==> src/lcc_pkg.sv <==
package lcc_pkg;
  localparam logic [7:0] LCC_OFFSET = 8'h00;
  localparam int MODE_BIT = 0;
  localparam int RSV1_BIT = 1;
  localparam int CLK_EN_BIT = 2;
  localparam int LANE_LSB = 3;
  localparam int FILT_LSB = 5;
  localparam int WAKE_EN_BIT = 7;
  localparam int TEST_LSB = 8;
  localparam int EEPROM_SERIAL_CLOCK_PIN_BIT = 24;
  localparam int EEPROM_SELECT_PIN_BIT = 25;
  localparam int EEPROM_WRITE_DATA_PIN_BIT = 26;
  localparam int EEPROM_READ_DATA_PIN_BIT = 27;
  localparam int EE_VALID_BIT = 28;
  localparam int RELOAD_BIT = 29;
  localparam int OVERRUN_BIT = 30;
  localparam int RSV31_BIT = 31;
  localparam logic [5:0] CFG_RESET = 6'h00;
  localparam logic [1:0] FILT_OFF = 2'b00;
  localparam logic [1:0] FILT_4S = 2'b01;
  localparam logic [1:0] FILT_129S = 2'b10;
  localparam logic [1:0] FILT_518S = 2'b11;
  localparam longint CLK_HZ = 50000000;
  localparam longint T4_S = 4;
  localparam longint T129_S = 129;
  localparam longint T518_S = 518;
  localparam logic [35:0] CYC_4S = 36'(T4_S * CLK_HZ);
  localparam logic [35:0] CYC_129S = 36'(T129_S * CLK_HZ);
  localparam logic [35:0] CYC_518S = 36'(T518_S * CLK_HZ);
endpackage

==> src/lcc_top.sv <==
`timescale 1ns/1ps
`default_nettype none
// How it works
// - Bit 0 reads synchronised mode pin
// - Test bits 23:8 read zero
// - Bit 2 gates serial clock mirror
// - Bits 4:3 select byte lane
// - Bits 6:5 pick power-down filter time
// - Interrupt only if request survives filter
// - Bit 7 lets pin two set wake
// - Bit 24 write-only, drives EEPROM clock
// - Bit 25 drives EEPROM select pin
// - Bit 26 drives EEPROM data pin
// - Bit 27 reads EEPROM data pin
// - Bit 28 reads EEPROM valid
// - Bit 29 starts reload, self-clears
// - Bit 30 reads overrun flag
// - Byte enables allow byte/word/dword writes
module lcc_top #(
  parameter logic [35:0] P_CYC_4S = lcc_pkg::CYC_4S,
  parameter logic [35:0] P_CYC_129S = lcc_pkg::CYC_129S,
  parameter logic [35:0] P_CYC_518S = lcc_pkg::CYC_518S
) (
  input wire logic i_clk_sys,
  input wire logic i_rst_n,
  input wire logic i_reg_wr,
  input wire logic i_reg_rd,
  input wire logic [3:0] i_reg_be,
  input wire logic [31:0] i_reg_wdata,
  output logic [31:0] o_reg_rdata,
  input wire logic i_mode_pin,
  input wire logic i_serial_ref_clk,
  output logic o_clk_mirror,
  output logic [1:0] o_byte_lane,
  input wire logic i_pd_request,
  output logic o_pd_irq,
  input wire logic i_multipurpose_pin_two,
  output logic o_pin_two_pme_set,
  output logic o_eeprom_serial_clock_pin,
  output logic o_eeprom_select_pin,
  output logic o_eeprom_write_data_pin,
  input wire logic i_eeprom_read_data_pin,
  input wire logic i_ee_load_valid,
  input wire logic [5:0] i_ee_load_data,
  input wire logic i_ee_done,
  input wire logic i_ee_prog_valid,
  input wire logic i_ee_overrun,
  output logic o_ee_reload_req
);
  import lcc_pkg::*;

  logic [2:0] mode_sy_ff, clk_sy_ff, di_sy_ff, pin2_sy_ff;
  logic mode_ff, clk_ff, di_ff, pin2_ff;
  logic [5:0] cfg_ff;
  logic ck_ff, cs_ff, do_ff, reload_ff, valid_ff, ovr_ff;
  logic [35:0] pd_cnt_ff;
  logic pd_irq_ff, mirror_ff, pme_ff;
  logic [31:0] rdata_ff;

  // Three-stage sync; value changes only when stages two and three agree
  always_ff @(posedge i_clk_sys) begin
    mode_sy_ff <= {mode_sy_ff[1:0], i_mode_pin};
    clk_sy_ff <= {clk_sy_ff[1:0], i_serial_ref_clk};
    di_sy_ff <= {di_sy_ff[1:0], i_eeprom_read_data_pin};
    pin2_sy_ff <= {pin2_sy_ff[1:0], i_multipurpose_pin_two};
  end

  wire mode_agree = mode_sy_ff[1] == mode_sy_ff[2];
  wire clk_agree = clk_sy_ff[1] == clk_sy_ff[2];
  wire di_agree = di_sy_ff[1] == di_sy_ff[2];
  wire pin2_agree = pin2_sy_ff[1] == pin2_sy_ff[2];

  always_ff @(posedge i_clk_sys) begin
    if (!i_rst_n) begin
      mode_ff <= 1'b0;
      clk_ff <= 1'b0;
      di_ff <= 1'b0;
      pin2_ff <= 1'b0;
    end else begin
      if (mode_agree) mode_ff <= mode_sy_ff[2];
      if (clk_agree) clk_ff <= clk_sy_ff[2];
      if (di_agree) di_ff <= di_sy_ff[2];
      if (pin2_agree) pin2_ff <= pin2_sy_ff[2];
    end
  end

  // Byte-enable write strobes; only memory space can carry wider accesses
  wire wr_b0 = i_reg_wr & i_reg_be[0];
  wire wr_b3 = i_reg_wr & i_reg_be[3];

  // PCI write wins over a simultaneous EEPROM download
  wire [5:0] nxt_cfg = wr_b0 ? i_reg_wdata[WAKE_EN_BIT:CLK_EN_BIT] :
                       i_ee_load_valid ? i_ee_load_data : cfg_ff;
  // A fresh reload write wins over a same-cycle done, so no request is lost
  wire nxt_reload = (wr_b3 & i_reg_wdata[RELOAD_BIT]) ? 1'b1 :
                    i_ee_done ? 1'b0 : reload_ff;

  always_ff @(posedge i_clk_sys) begin
    if (!i_rst_n) begin
      cfg_ff <= CFG_RESET;
      ck_ff <= 1'b0;
      cs_ff <= 1'b0;
      do_ff <= 1'b0;
      reload_ff <= 1'b0;
      valid_ff <= 1'b0;
      ovr_ff <= 1'b0;
    end else begin
      cfg_ff <= nxt_cfg;
      if (wr_b3) begin
        ck_ff <= i_reg_wdata[EEPROM_SERIAL_CLOCK_PIN_BIT];
        cs_ff <= i_reg_wdata[EEPROM_SELECT_PIN_BIT];
        do_ff <= i_reg_wdata[EEPROM_WRITE_DATA_PIN_BIT];
      end
      reload_ff <= nxt_reload;
      if (i_ee_done) begin
        valid_ff <= i_ee_prog_valid;
        ovr_ff <= i_ee_overrun;
      end
    end
  end

  wire [1:0] filt_sel = cfg_ff[FILT_LSB-CLK_EN_BIT +: 2];
  wire [35:0] filt_cyc = (filt_sel == FILT_4S) ? P_CYC_4S :
                         (filt_sel == FILT_129S) ? P_CYC_129S : P_CYC_518S;
  wire pd_armed = (filt_sel != FILT_OFF) & i_pd_request;
  wire pd_done = pd_cnt_ff >= filt_cyc;

  // Counter restarts whenever the request drops, so only a held request fires
  always_ff @(posedge i_clk_sys) begin
    if (!i_rst_n) begin
      pd_cnt_ff <= 36'h0_0000_0000;
      pd_irq_ff <= 1'b0;
    end else begin
      pd_cnt_ff <= !pd_armed ? 36'h0_0000_0000 :
                   pd_done ? pd_cnt_ff : pd_cnt_ff + 36'h0_0000_0001;
      pd_irq_ff <= pd_armed & pd_done;
    end
  end

  wire wake_en = cfg_ff[WAKE_EN_BIT-CLK_EN_BIT];
  wire clk_en = cfg_ff[0];
  // Mirror is a resampled copy; fine detail of the source clock is lost
  always_ff @(posedge i_clk_sys) begin
    if (!i_rst_n) begin
      mirror_ff <= 1'b0;
      pme_ff <= 1'b0;
    end else begin
      mirror_ff <= clk_en & clk_ff;
      pme_ff <= wake_en & pin2_ff;
    end
  end

  // Write-only bits 29 and 26:24 read as zero
  wire [31:0] rd_word = {1'b1, ovr_ff, 1'b0, valid_ff, di_ff, 3'h0, 16'h0000, cfg_ff,
                         1'b0, mode_ff};
  always_ff @(posedge i_clk_sys) begin
    if (!i_rst_n) begin
      rdata_ff <= 32'h0000_0000;
    end else if (i_reg_rd) begin
      rdata_ff <= rd_word;
    end
  end

  assign o_reg_rdata = rdata_ff;
  assign o_clk_mirror = mirror_ff;
  assign o_byte_lane = cfg_ff[LANE_LSB-CLK_EN_BIT +: 2];
  assign o_pd_irq = pd_irq_ff;
  assign o_pin_two_pme_set = pme_ff;
  assign o_eeprom_serial_clock_pin = ck_ff;
  assign o_eeprom_select_pin = cs_ff;
  assign o_eeprom_write_data_pin = do_ff;
  assign o_ee_reload_req = reload_ff;

  a_clk_gated: assert property (@(posedge i_clk_sys) disable iff (!i_rst_n)
    !$past(clk_en) |-> !o_clk_mirror) else $error("mirror not low");
  a_cs_follows: assert property (@(posedge i_clk_sys) disable iff (!i_rst_n)
    wr_b3 |=> o_eeprom_select_pin == $past(i_reg_wdata[EEPROM_SELECT_PIN_BIT]))
    else $error("select pin wrong");
  a_do_follows: assert property (@(posedge i_clk_sys) disable iff (!i_rst_n)
    wr_b3 |=> o_eeprom_write_data_pin == $past(i_reg_wdata[EEPROM_WRITE_DATA_PIN_BIT]))
    else $error("data pin wrong");
  a_reload_set: assert property (@(posedge i_clk_sys) disable iff (!i_rst_n)
    (wr_b3 && i_reg_wdata[RELOAD_BIT]) |=> o_ee_reload_req)
    else $error("reload not set");
  a_reload_clr: assert property (@(posedge i_clk_sys) disable iff (!i_rst_n)
    (i_ee_done && !(wr_b3 && i_reg_wdata[RELOAD_BIT])) |=> !o_ee_reload_req)
    else $error("reload not cleared");
  a_read_fixed: assert property (@(posedge i_clk_sys) disable iff (!i_rst_n)
    $past(i_reg_rd) |-> (o_reg_rdata[31] && !o_reg_rdata[1] && o_reg_rdata[23:8] == 16'h0000
    && o_reg_rdata[24] == 1'b0)) else $error("fixed bits wrong");
  a_pd_off: assert property (@(posedge i_clk_sys) disable iff (!i_rst_n)
    (filt_sel == FILT_OFF) [*2] |-> !o_pd_irq) else $error("irq while disabled");
  a_pd_drop: assert property (@(posedge i_clk_sys) disable iff (!i_rst_n)
    !i_pd_request |=> !o_pd_irq) else $error("irq without request");
  a_wake_gate: assert property (@(posedge i_clk_sys) disable iff (!i_rst_n)
    !$past(wake_en) |-> !o_pin_two_pme_set) else $error("wake while off");
  a_cfg_write: assert property (@(posedge i_clk_sys) disable iff (!i_rst_n)
    wr_b0 |=> o_byte_lane == $past(i_reg_wdata[4:3])) else $error("lane not written");

  a_ck_follows: assert property (@(posedge i_clk_sys) disable iff (!i_rst_n)
    wr_b3 |=> o_eeprom_serial_clock_pin == $past(i_reg_wdata[EEPROM_SERIAL_CLOCK_PIN_BIT]))
    else $error("clock pin wrong");
  a_ck_hold: assert property (@(posedge i_clk_sys) disable iff (!i_rst_n)
    !wr_b3 |=> $stable(o_eeprom_serial_clock_pin)) else $error("clock pin moved");
  a_cs_hold: assert property (@(posedge i_clk_sys) disable iff (!i_rst_n)
    !wr_b3 |=> $stable(o_eeprom_select_pin)) else $error("select pin moved");
  a_do_hold: assert property (@(posedge i_clk_sys) disable iff (!i_rst_n)
    !wr_b3 |=> $stable(o_eeprom_write_data_pin)) else $error("data pin moved");

  a_mode_read: assert property (@(posedge i_clk_sys) disable iff (!i_rst_n)
    i_reg_rd |=> o_reg_rdata[MODE_BIT] == $past(mode_ff)) else $error("mode bit wrong");
  a_di_read: assert property (@(posedge i_clk_sys) disable iff (!i_rst_n)
    i_reg_rd |=> o_reg_rdata[EEPROM_READ_DATA_PIN_BIT] == $past(di_ff)) else $error("data in wrong");
  a_valid_read: assert property (@(posedge i_clk_sys) disable iff (!i_rst_n)
    i_reg_rd |=> o_reg_rdata[EE_VALID_BIT] == $past(valid_ff))
    else $error("valid bit wrong");
  a_ovr_read: assert property (@(posedge i_clk_sys) disable iff (!i_rst_n)
    i_reg_rd |=> o_reg_rdata[OVERRUN_BIT] == $past(ovr_ff))
    else $error("overrun bit wrong");
  a_cfg_read: assert property (@(posedge i_clk_sys) disable iff (!i_rst_n)
    i_reg_rd |=> o_reg_rdata[WAKE_EN_BIT:CLK_EN_BIT] == $past(cfg_ff))
    else $error("config bits wrong");
  a_wo_zero: assert property (@(posedge i_clk_sys) disable iff (!i_rst_n)
    i_reg_rd |=> (!o_reg_rdata[RELOAD_BIT] && o_reg_rdata[EEPROM_WRITE_DATA_PIN_BIT:EEPROM_SERIAL_CLOCK_PIN_BIT] == 3'h0))
    else $error("write-only bits read");
  a_rdata_hold: assert property (@(posedge i_clk_sys) disable iff (!i_rst_n)
    !i_reg_rd |=> $stable(o_reg_rdata)) else $error("read data moved");

  a_valid_cap: assert property (@(posedge i_clk_sys) disable iff (!i_rst_n)
    i_ee_done |=> valid_ff == $past(i_ee_prog_valid)) else $error("valid not taken");
  a_ovr_cap: assert property (@(posedge i_clk_sys) disable iff (!i_rst_n)
    i_ee_done |=> ovr_ff == $past(i_ee_overrun)) else $error("overrun not taken");
  a_status_hold: assert property (@(posedge i_clk_sys) disable iff (!i_rst_n)
    !i_ee_done |=> ($stable(valid_ff) && $stable(ovr_ff))) else $error("status moved");
  a_reload_hold: assert property (@(posedge i_clk_sys) disable iff (!i_rst_n)
    (!(wr_b3 && i_reg_wdata[RELOAD_BIT]) && !i_ee_done) |=> $stable(o_ee_reload_req))
    else $error("reload moved");

  a_load_cfg: assert property (@(posedge i_clk_sys) disable iff (!i_rst_n)
    (i_ee_load_valid && !wr_b0) |=> cfg_ff == $past(i_ee_load_data))
    else $error("load not taken");
  a_cfg_hold: assert property (@(posedge i_clk_sys) disable iff (!i_rst_n)
    (!wr_b0 && !i_ee_load_valid) |=> $stable(cfg_ff)) else $error("config moved");

  a_mirror_follow: assert property (@(posedge i_clk_sys) disable iff (!i_rst_n)
    clk_en |=> o_clk_mirror == $past(clk_ff)) else $error("mirror not copying");
  a_pme_follow: assert property (@(posedge i_clk_sys) disable iff (!i_rst_n)
    wake_en |=> o_pin_two_pme_set == $past(pin2_ff)) else $error("wake not passed");

  a_pd_wait: assert property (@(posedge i_clk_sys) disable iff (!i_rst_n)
    (pd_armed && !pd_done) |=> !o_pd_irq) else $error("irq too early");
  a_pd_fire: assert property (@(posedge i_clk_sys) disable iff (!i_rst_n)
    (pd_armed && pd_done) |=> o_pd_irq) else $error("irq missing");
  a_cnt_clear: assert property (@(posedge i_clk_sys) disable iff (!i_rst_n)
    !pd_armed |=> pd_cnt_ff == 36'h0_0000_0000) else $error("counter not cleared");
  a_cnt_step: assert property (@(posedge i_clk_sys) disable iff (!i_rst_n)
    (pd_armed && !pd_done) |=> pd_cnt_ff == $past(pd_cnt_ff) + 36'h0_0000_0001)
    else $error("counter not stepping");
  a_cnt_sat: assert property (@(posedge i_clk_sys) disable iff (!i_rst_n)
    (pd_armed && pd_done) |=> pd_cnt_ff == $past(pd_cnt_ff))
    else $error("counter ran past end");

  a_mode_sync: assert property (@(posedge i_clk_sys) disable iff (!i_rst_n)
    mode_agree |=> mode_ff == $past(mode_sy_ff[2])) else $error("mode not taken");
  a_mode_stable: assert property (@(posedge i_clk_sys) disable iff (!i_rst_n)
    !mode_agree |=> $stable(mode_ff)) else $error("mode took glitch");
  a_di_sync: assert property (@(posedge i_clk_sys) disable iff (!i_rst_n)
    di_agree |=> di_ff == $past(di_sy_ff[2])) else $error("data in not taken");
  a_di_stable: assert property (@(posedge i_clk_sys) disable iff (!i_rst_n)
    !di_agree |=> $stable(di_ff)) else $error("data in took glitch");
  a_clk_sync: assert property (@(posedge i_clk_sys) disable iff (!i_rst_n)
    clk_agree |=> clk_ff == $past(clk_sy_ff[2])) else $error("ref clock not taken");
  a_clk_stable: assert property (@(posedge i_clk_sys) disable iff (!i_rst_n)
    !clk_agree |=> $stable(clk_ff)) else $error("ref clock took glitch");
  a_pin2_sync: assert property (@(posedge i_clk_sys) disable iff (!i_rst_n)
    pin2_agree |=> pin2_ff == $past(pin2_sy_ff[2])) else $error("pin two not taken");
  a_pin2_stable: assert property (@(posedge i_clk_sys) disable iff (!i_rst_n)
    !pin2_agree |=> $stable(pin2_ff)) else $error("pin two took glitch");
endmodule // lcc_top
`default_nettype wire

==> config.mk <==
export PLATFORM = sky130hd
export DESIGN_NAME = lcc_top
export DESIGN_NICKNAME = d
export VERILOG_FILES = /design/src/lcc_pkg.sv /design/src/lcc_top.sv
export SDC_FILE = /design/constraint.sdc
export NUM_CORES = 1
export LEC_CHECK = 0
export BUFFER_PORTS_ARGS = -buffer_cell sky130_fd_sc_hd__buf_2
export CORE_ASPECT_RATIO = 0.6
export CORE_MARGIN = 3
export CORE_UTILIZATION = 58
export DETAILED_ROUTE_END_ITERATION = 6
export PLACE_DENSITY = 0.85
export SYNTH_ARGS = -nofsm -noshare
export SYNTH_HDL_FRONTEND = slang
export SYNTH_SLANG_ARGS = --single-unit
==> constraint.sdc <==
create_clock -name i_clk_sys -period 8.8 [get_ports i_clk_sys]
set_input_delay 1.32 -clock i_clk_sys [delete_from_list [all_inputs] [get_ports i_clk_sys]]
set_output_delay 1.32 -clock i_clk_sys [all_outputs]
set_load 0.03 [all_outputs]
==> flow_summary.toml <==
[synthesis]
yosys.area.top_type = "dfxtp_1"
synth-seq-cells = 78
synth_area_leaders = "dfxtp_1, ha_1, buf_4"
synth_top_area_share_pct = 38.5
synthCells = 446
synth_enable_flop_cells = 0
synth_area_um2 = 4050
synth_ff_type = "dfxtp_1"
async_flop_share_pct = 0
yosysSeqAreaShare_pct = 38.5
avgSynthCellArea_um2 = 9.09
ys_warn_count = 0
synth.distinct_cells = 50

[critical_path]
r2r-end = "pd_cnt_ff[25]"
slowest_stage = "nand3_1"
reg2regPathDepth = 10
end_kind = "flip-flop"
start_kind = "flip-flop"
path_class = "reg2reg"
rrSetupSlack_ns = 5.03
critPathLaunch = "cfg_ff[3]"
path_cells = "inv_1 -> ha_1 -> inv_1 -> ha_1 -> and4b_1 -> o21a_1 -> nor4_2 -> nand3_1 -> or4_1 -> a21oi_1"
slowest_delay_ns = 0.80
r2r_start = "cfg_ff[3]"
arrival_ns = 4.04
path_max_fanout = 32
crit_required_ns = 9.07
cp.depth = 10
crit_buf_inv = 2
crit_family = "simple AND/OR/NAND/NOR gates"

[cts]
clock-root-buffer = "clkbuf_16"
cts_inserted_buffers = 9
htreeDepth = 3
clkLatencyLatePin_ns = 0.34
cts_tree = "built"
clk_pin_slew_ns = 0.06
post_cts_resized = 0
clockBufferDepth = 2
cts_setup_buffers = 0
ctsHoldBuffers = 0
clock-sinks = 78

[grt]
track_usage_pct = 23.7
busiest_layer = "met2"
grt_use_met1_pct = 33.1
antenna_found_initial = 0
gr-usage-met2_pct = 36.4
grtUsageMet3_pct = 4.79
grt_overflow_total = 0
grt_pass1_vias = 3250
grt_pass1_wl_mm = 15.4
grt_max_degree = 57

[worst_hold_path]
holdPathStages = 0
hp-class = "reg2reg"
min_to = "di_sy_ff[1]"
min_from = "di_sy_ff[0]"

[power]
p_int_w = 0.000645
irDropWorstVdd_v = 0.000140
leakagePower_nw = 1.87
p_comb_share_pct = 8.5
powerDensity_nw_per_um2 = 188
p_seq_share_pct = 43.4
clkPwrFrac_pct = 48.1
swShare_pct = 24.2
power.switching_w = 0.000206

[job]
maxCapViolCount = 0

[die]
core.rowCount = 22
core_region_area_um2 = 6440
fp.dieArea_um2 = 8060
io_pins = 96
die_w_um = 114
initial_core_util_pct = 62.9
die_h_um = 70.8

[sta]
hold_viol = 0
finalSetupTns_ns = 0
drv_slew = 0
worst-slew-pin-transition_ns = 1.18
worst_clock_skew_ns = 0.00701
grt_setup_unrepaired = "false"
fmax_mhz = 265
setup_viol_count_final = 0
finalCritPeriodShare_pct = 42.8
relSlewSlack_pct = 21.3
min_period_ns = 3.77

[run_status]
status = "finished, final reports clean"

[cells_and_area]
area_growth_pct = 12.0
drive_above_1_share_pct = 15.0
diodes = 0
design_area_um2 = 4540
fin_nets = 561

[drt]
drt-initial-drc-count = 261
via_per_inst = 6.12
post_drt_wl_per_cell_um = 16.4
first_pass_iters = 4
via_count = 3496
drc_errors = 0
routed_wl_mm = 9.36
ant_nets = 0

[placement]
place_congestion = 0.906
dpl_cell_area_um2 = 4210
hpwl_mm = 6.57
port_buffers = 50
[power groups by stage]
stage,registers (W),logic (W),clock network (W)
after detailed placement,0.000377,0.0000714,0
final,0.000370,0.0000722,0.000409
after floorplan,0.000382,0.0000534,0
after CTS,0.000370,0.0000720,0.000411
after global routing,0.000371,0.0000797,0.000425
after global placement,0.000377,0.0000683,0
[registers in the layout, indices dropped and copies added, names as in the netlist, 3 cells and up]
signal and flops:
pin2_sy_ff 3, pd_cnt_ff 36, mode_sy_ff 3, clk_sy_ff 3
di_sy_ff 3, o_reg_rdata 11, cfg_ff 6
[per-layer routing]
layer / share of wire, % / vias to the layer above / wire (um)
li1: - / 1691 / -
met1: 47 / 1655 / 4420
met2: 44 / 135 / 4160
met3: 6.9 / 15 / 650
met4: 1.5 / 0 / 138
met5: 0 / - / 0
[stage by stage]
step / total power (W) / setup WS (ns) / cells / hold slack (ns) / utilization (%)
floorplan: 0.000435 / 5.92 / 466 / 0.310 / -
global placement: 0.000445 / 5.22 / 555 / 0.312 / 65.4
detailed placement: 0.000449 / 5.10 / 555 / 0.315 / 65.4
CTS: 0.000853 / 5.09 / 571 / 0.327 / 70.5
global route: 0.000876 / 4.73 / 571 / 0.333 / 70.5
finish: 0.000851 / 5.03 / 571 / 0.324 / 70.5
[worst max-delay path by stage]
stage and endpoint:
4_1_cts pd_cnt_ff[16], 3_3_place_gp pd_cnt_ff[23], 5_1_grt pd_cnt_ff[20], 2_1_floorplan pd_cnt_ff[6]
3_5_place_dp pd_cnt_ff[24], 6_report pd_cnt_ff[25]
[placed cells by master, fill, tap and decap left out, drive strengths merged, types with 2 or more instances in the layout]
| cell type | netlist | layout |
|---|---|---|
| clkbuf | 14 | 10 |
| dfxtp | 78 | 78 |
| buf | 33 | 52 |
| inv | 11 | 13 |
| o211ai | 5 | 5 |
| nor2b | 15 | 15 |
| xnor2 | 3 | 3 |
| mux2i | 20 | 20 |
| o31ai | 24 | 24 |
| and3b | 2 | 2 |
| nor2 | 10 | 10 |
| o21a | 2 | 2 |
| and2 | 3 | 3 |
| and3 | 9 | 9 |
| or3 | 7 | 7 |
| o21ai | 10 | 10 |
| a21o | 3 | 3 |
| ha | 24 | 24 |
| and4 | 6 | 6 |
| o41ai | 2 | 2 |
| nor4 | 6 | 6 |
| conb | 1 | 21 |
| nand4 | 11 | 11 |
| a211o | 2 | 2 |
| bufinv | 0 | 2 |
| a21oi | 31 | 31 |
| nand3 | 20 | 20 |
| and4b | 2 | 2 |
| o211a | 7 | 7 |
| nand2 | 39 | 39 |
| a21boi | 8 | 8 |
| or4 | 23 | 23 |
| nor3 | 2 | 2 |
[kinds of logic (layout without fill, tap and decap cells)]
| kind of cell | count (synthesis) | in the layout | share of synthesized area (%) |
|---|---|---|---|
| AND/OR/NAND/NOR | 163 | 163 | 23.7 |
| AO/OA/AOI/OAI | 99 | 99 | 16.5 |
| flip-flops | 78 | 78 | 38.5 |
| buffers and inverters | 58 | 79 | 8.15 |
| adder cells (fa/ha/maj) | 24 | 24 | 7.41 |
| multiplexers | 20 | 20 | 4.94 |
| XOR/XNOR | 3 | 3 | 0.648 |
| other | 1 | 21 | 0.0925 |
[final cells by class]
| class | instances | area [um2] |
|---|---|---|
| multi-input combinational | 330 | 2240 |
| tap | 84 | 105 |
| sequential | 78 | 1560 |
| fill | 497 | 1900 |
| inverter | 11 | 41.3 |
| timing repair buffer | 52 | 265 |
| clock buffer | 10 | 239 |
| clock inverter | 6 | 90.1 |
[Yosys cell counts, types with 2 or more instances]
library cell,instances
or4_1,22
inv_1,11
a21boi_0,8
ha_1,24
nor2b_1,15
nand3_1,20
buf_1,2
o21a_1,2
o41ai_1,2
nand4_1,11
and4_1,6
buf_4,27
a21oi_1,31
clkbuf_1,14
nand2_1,39
a211o_1,2
and3_1,9
and3b_1,2
buf_2,3
and2_1,3
o21ai_0,10
o211ai_1,5
xnor2_1,3
mux2i_1,20
and4b_1,2
nor2_1,10
o211a_1,7
dfxtp_1,78
nor4_2,2
a21o_1,3
nor3_1,2
nor4_1,4
o31ai_1,24
or3_1,7
(Power assumes the default switching activity.)
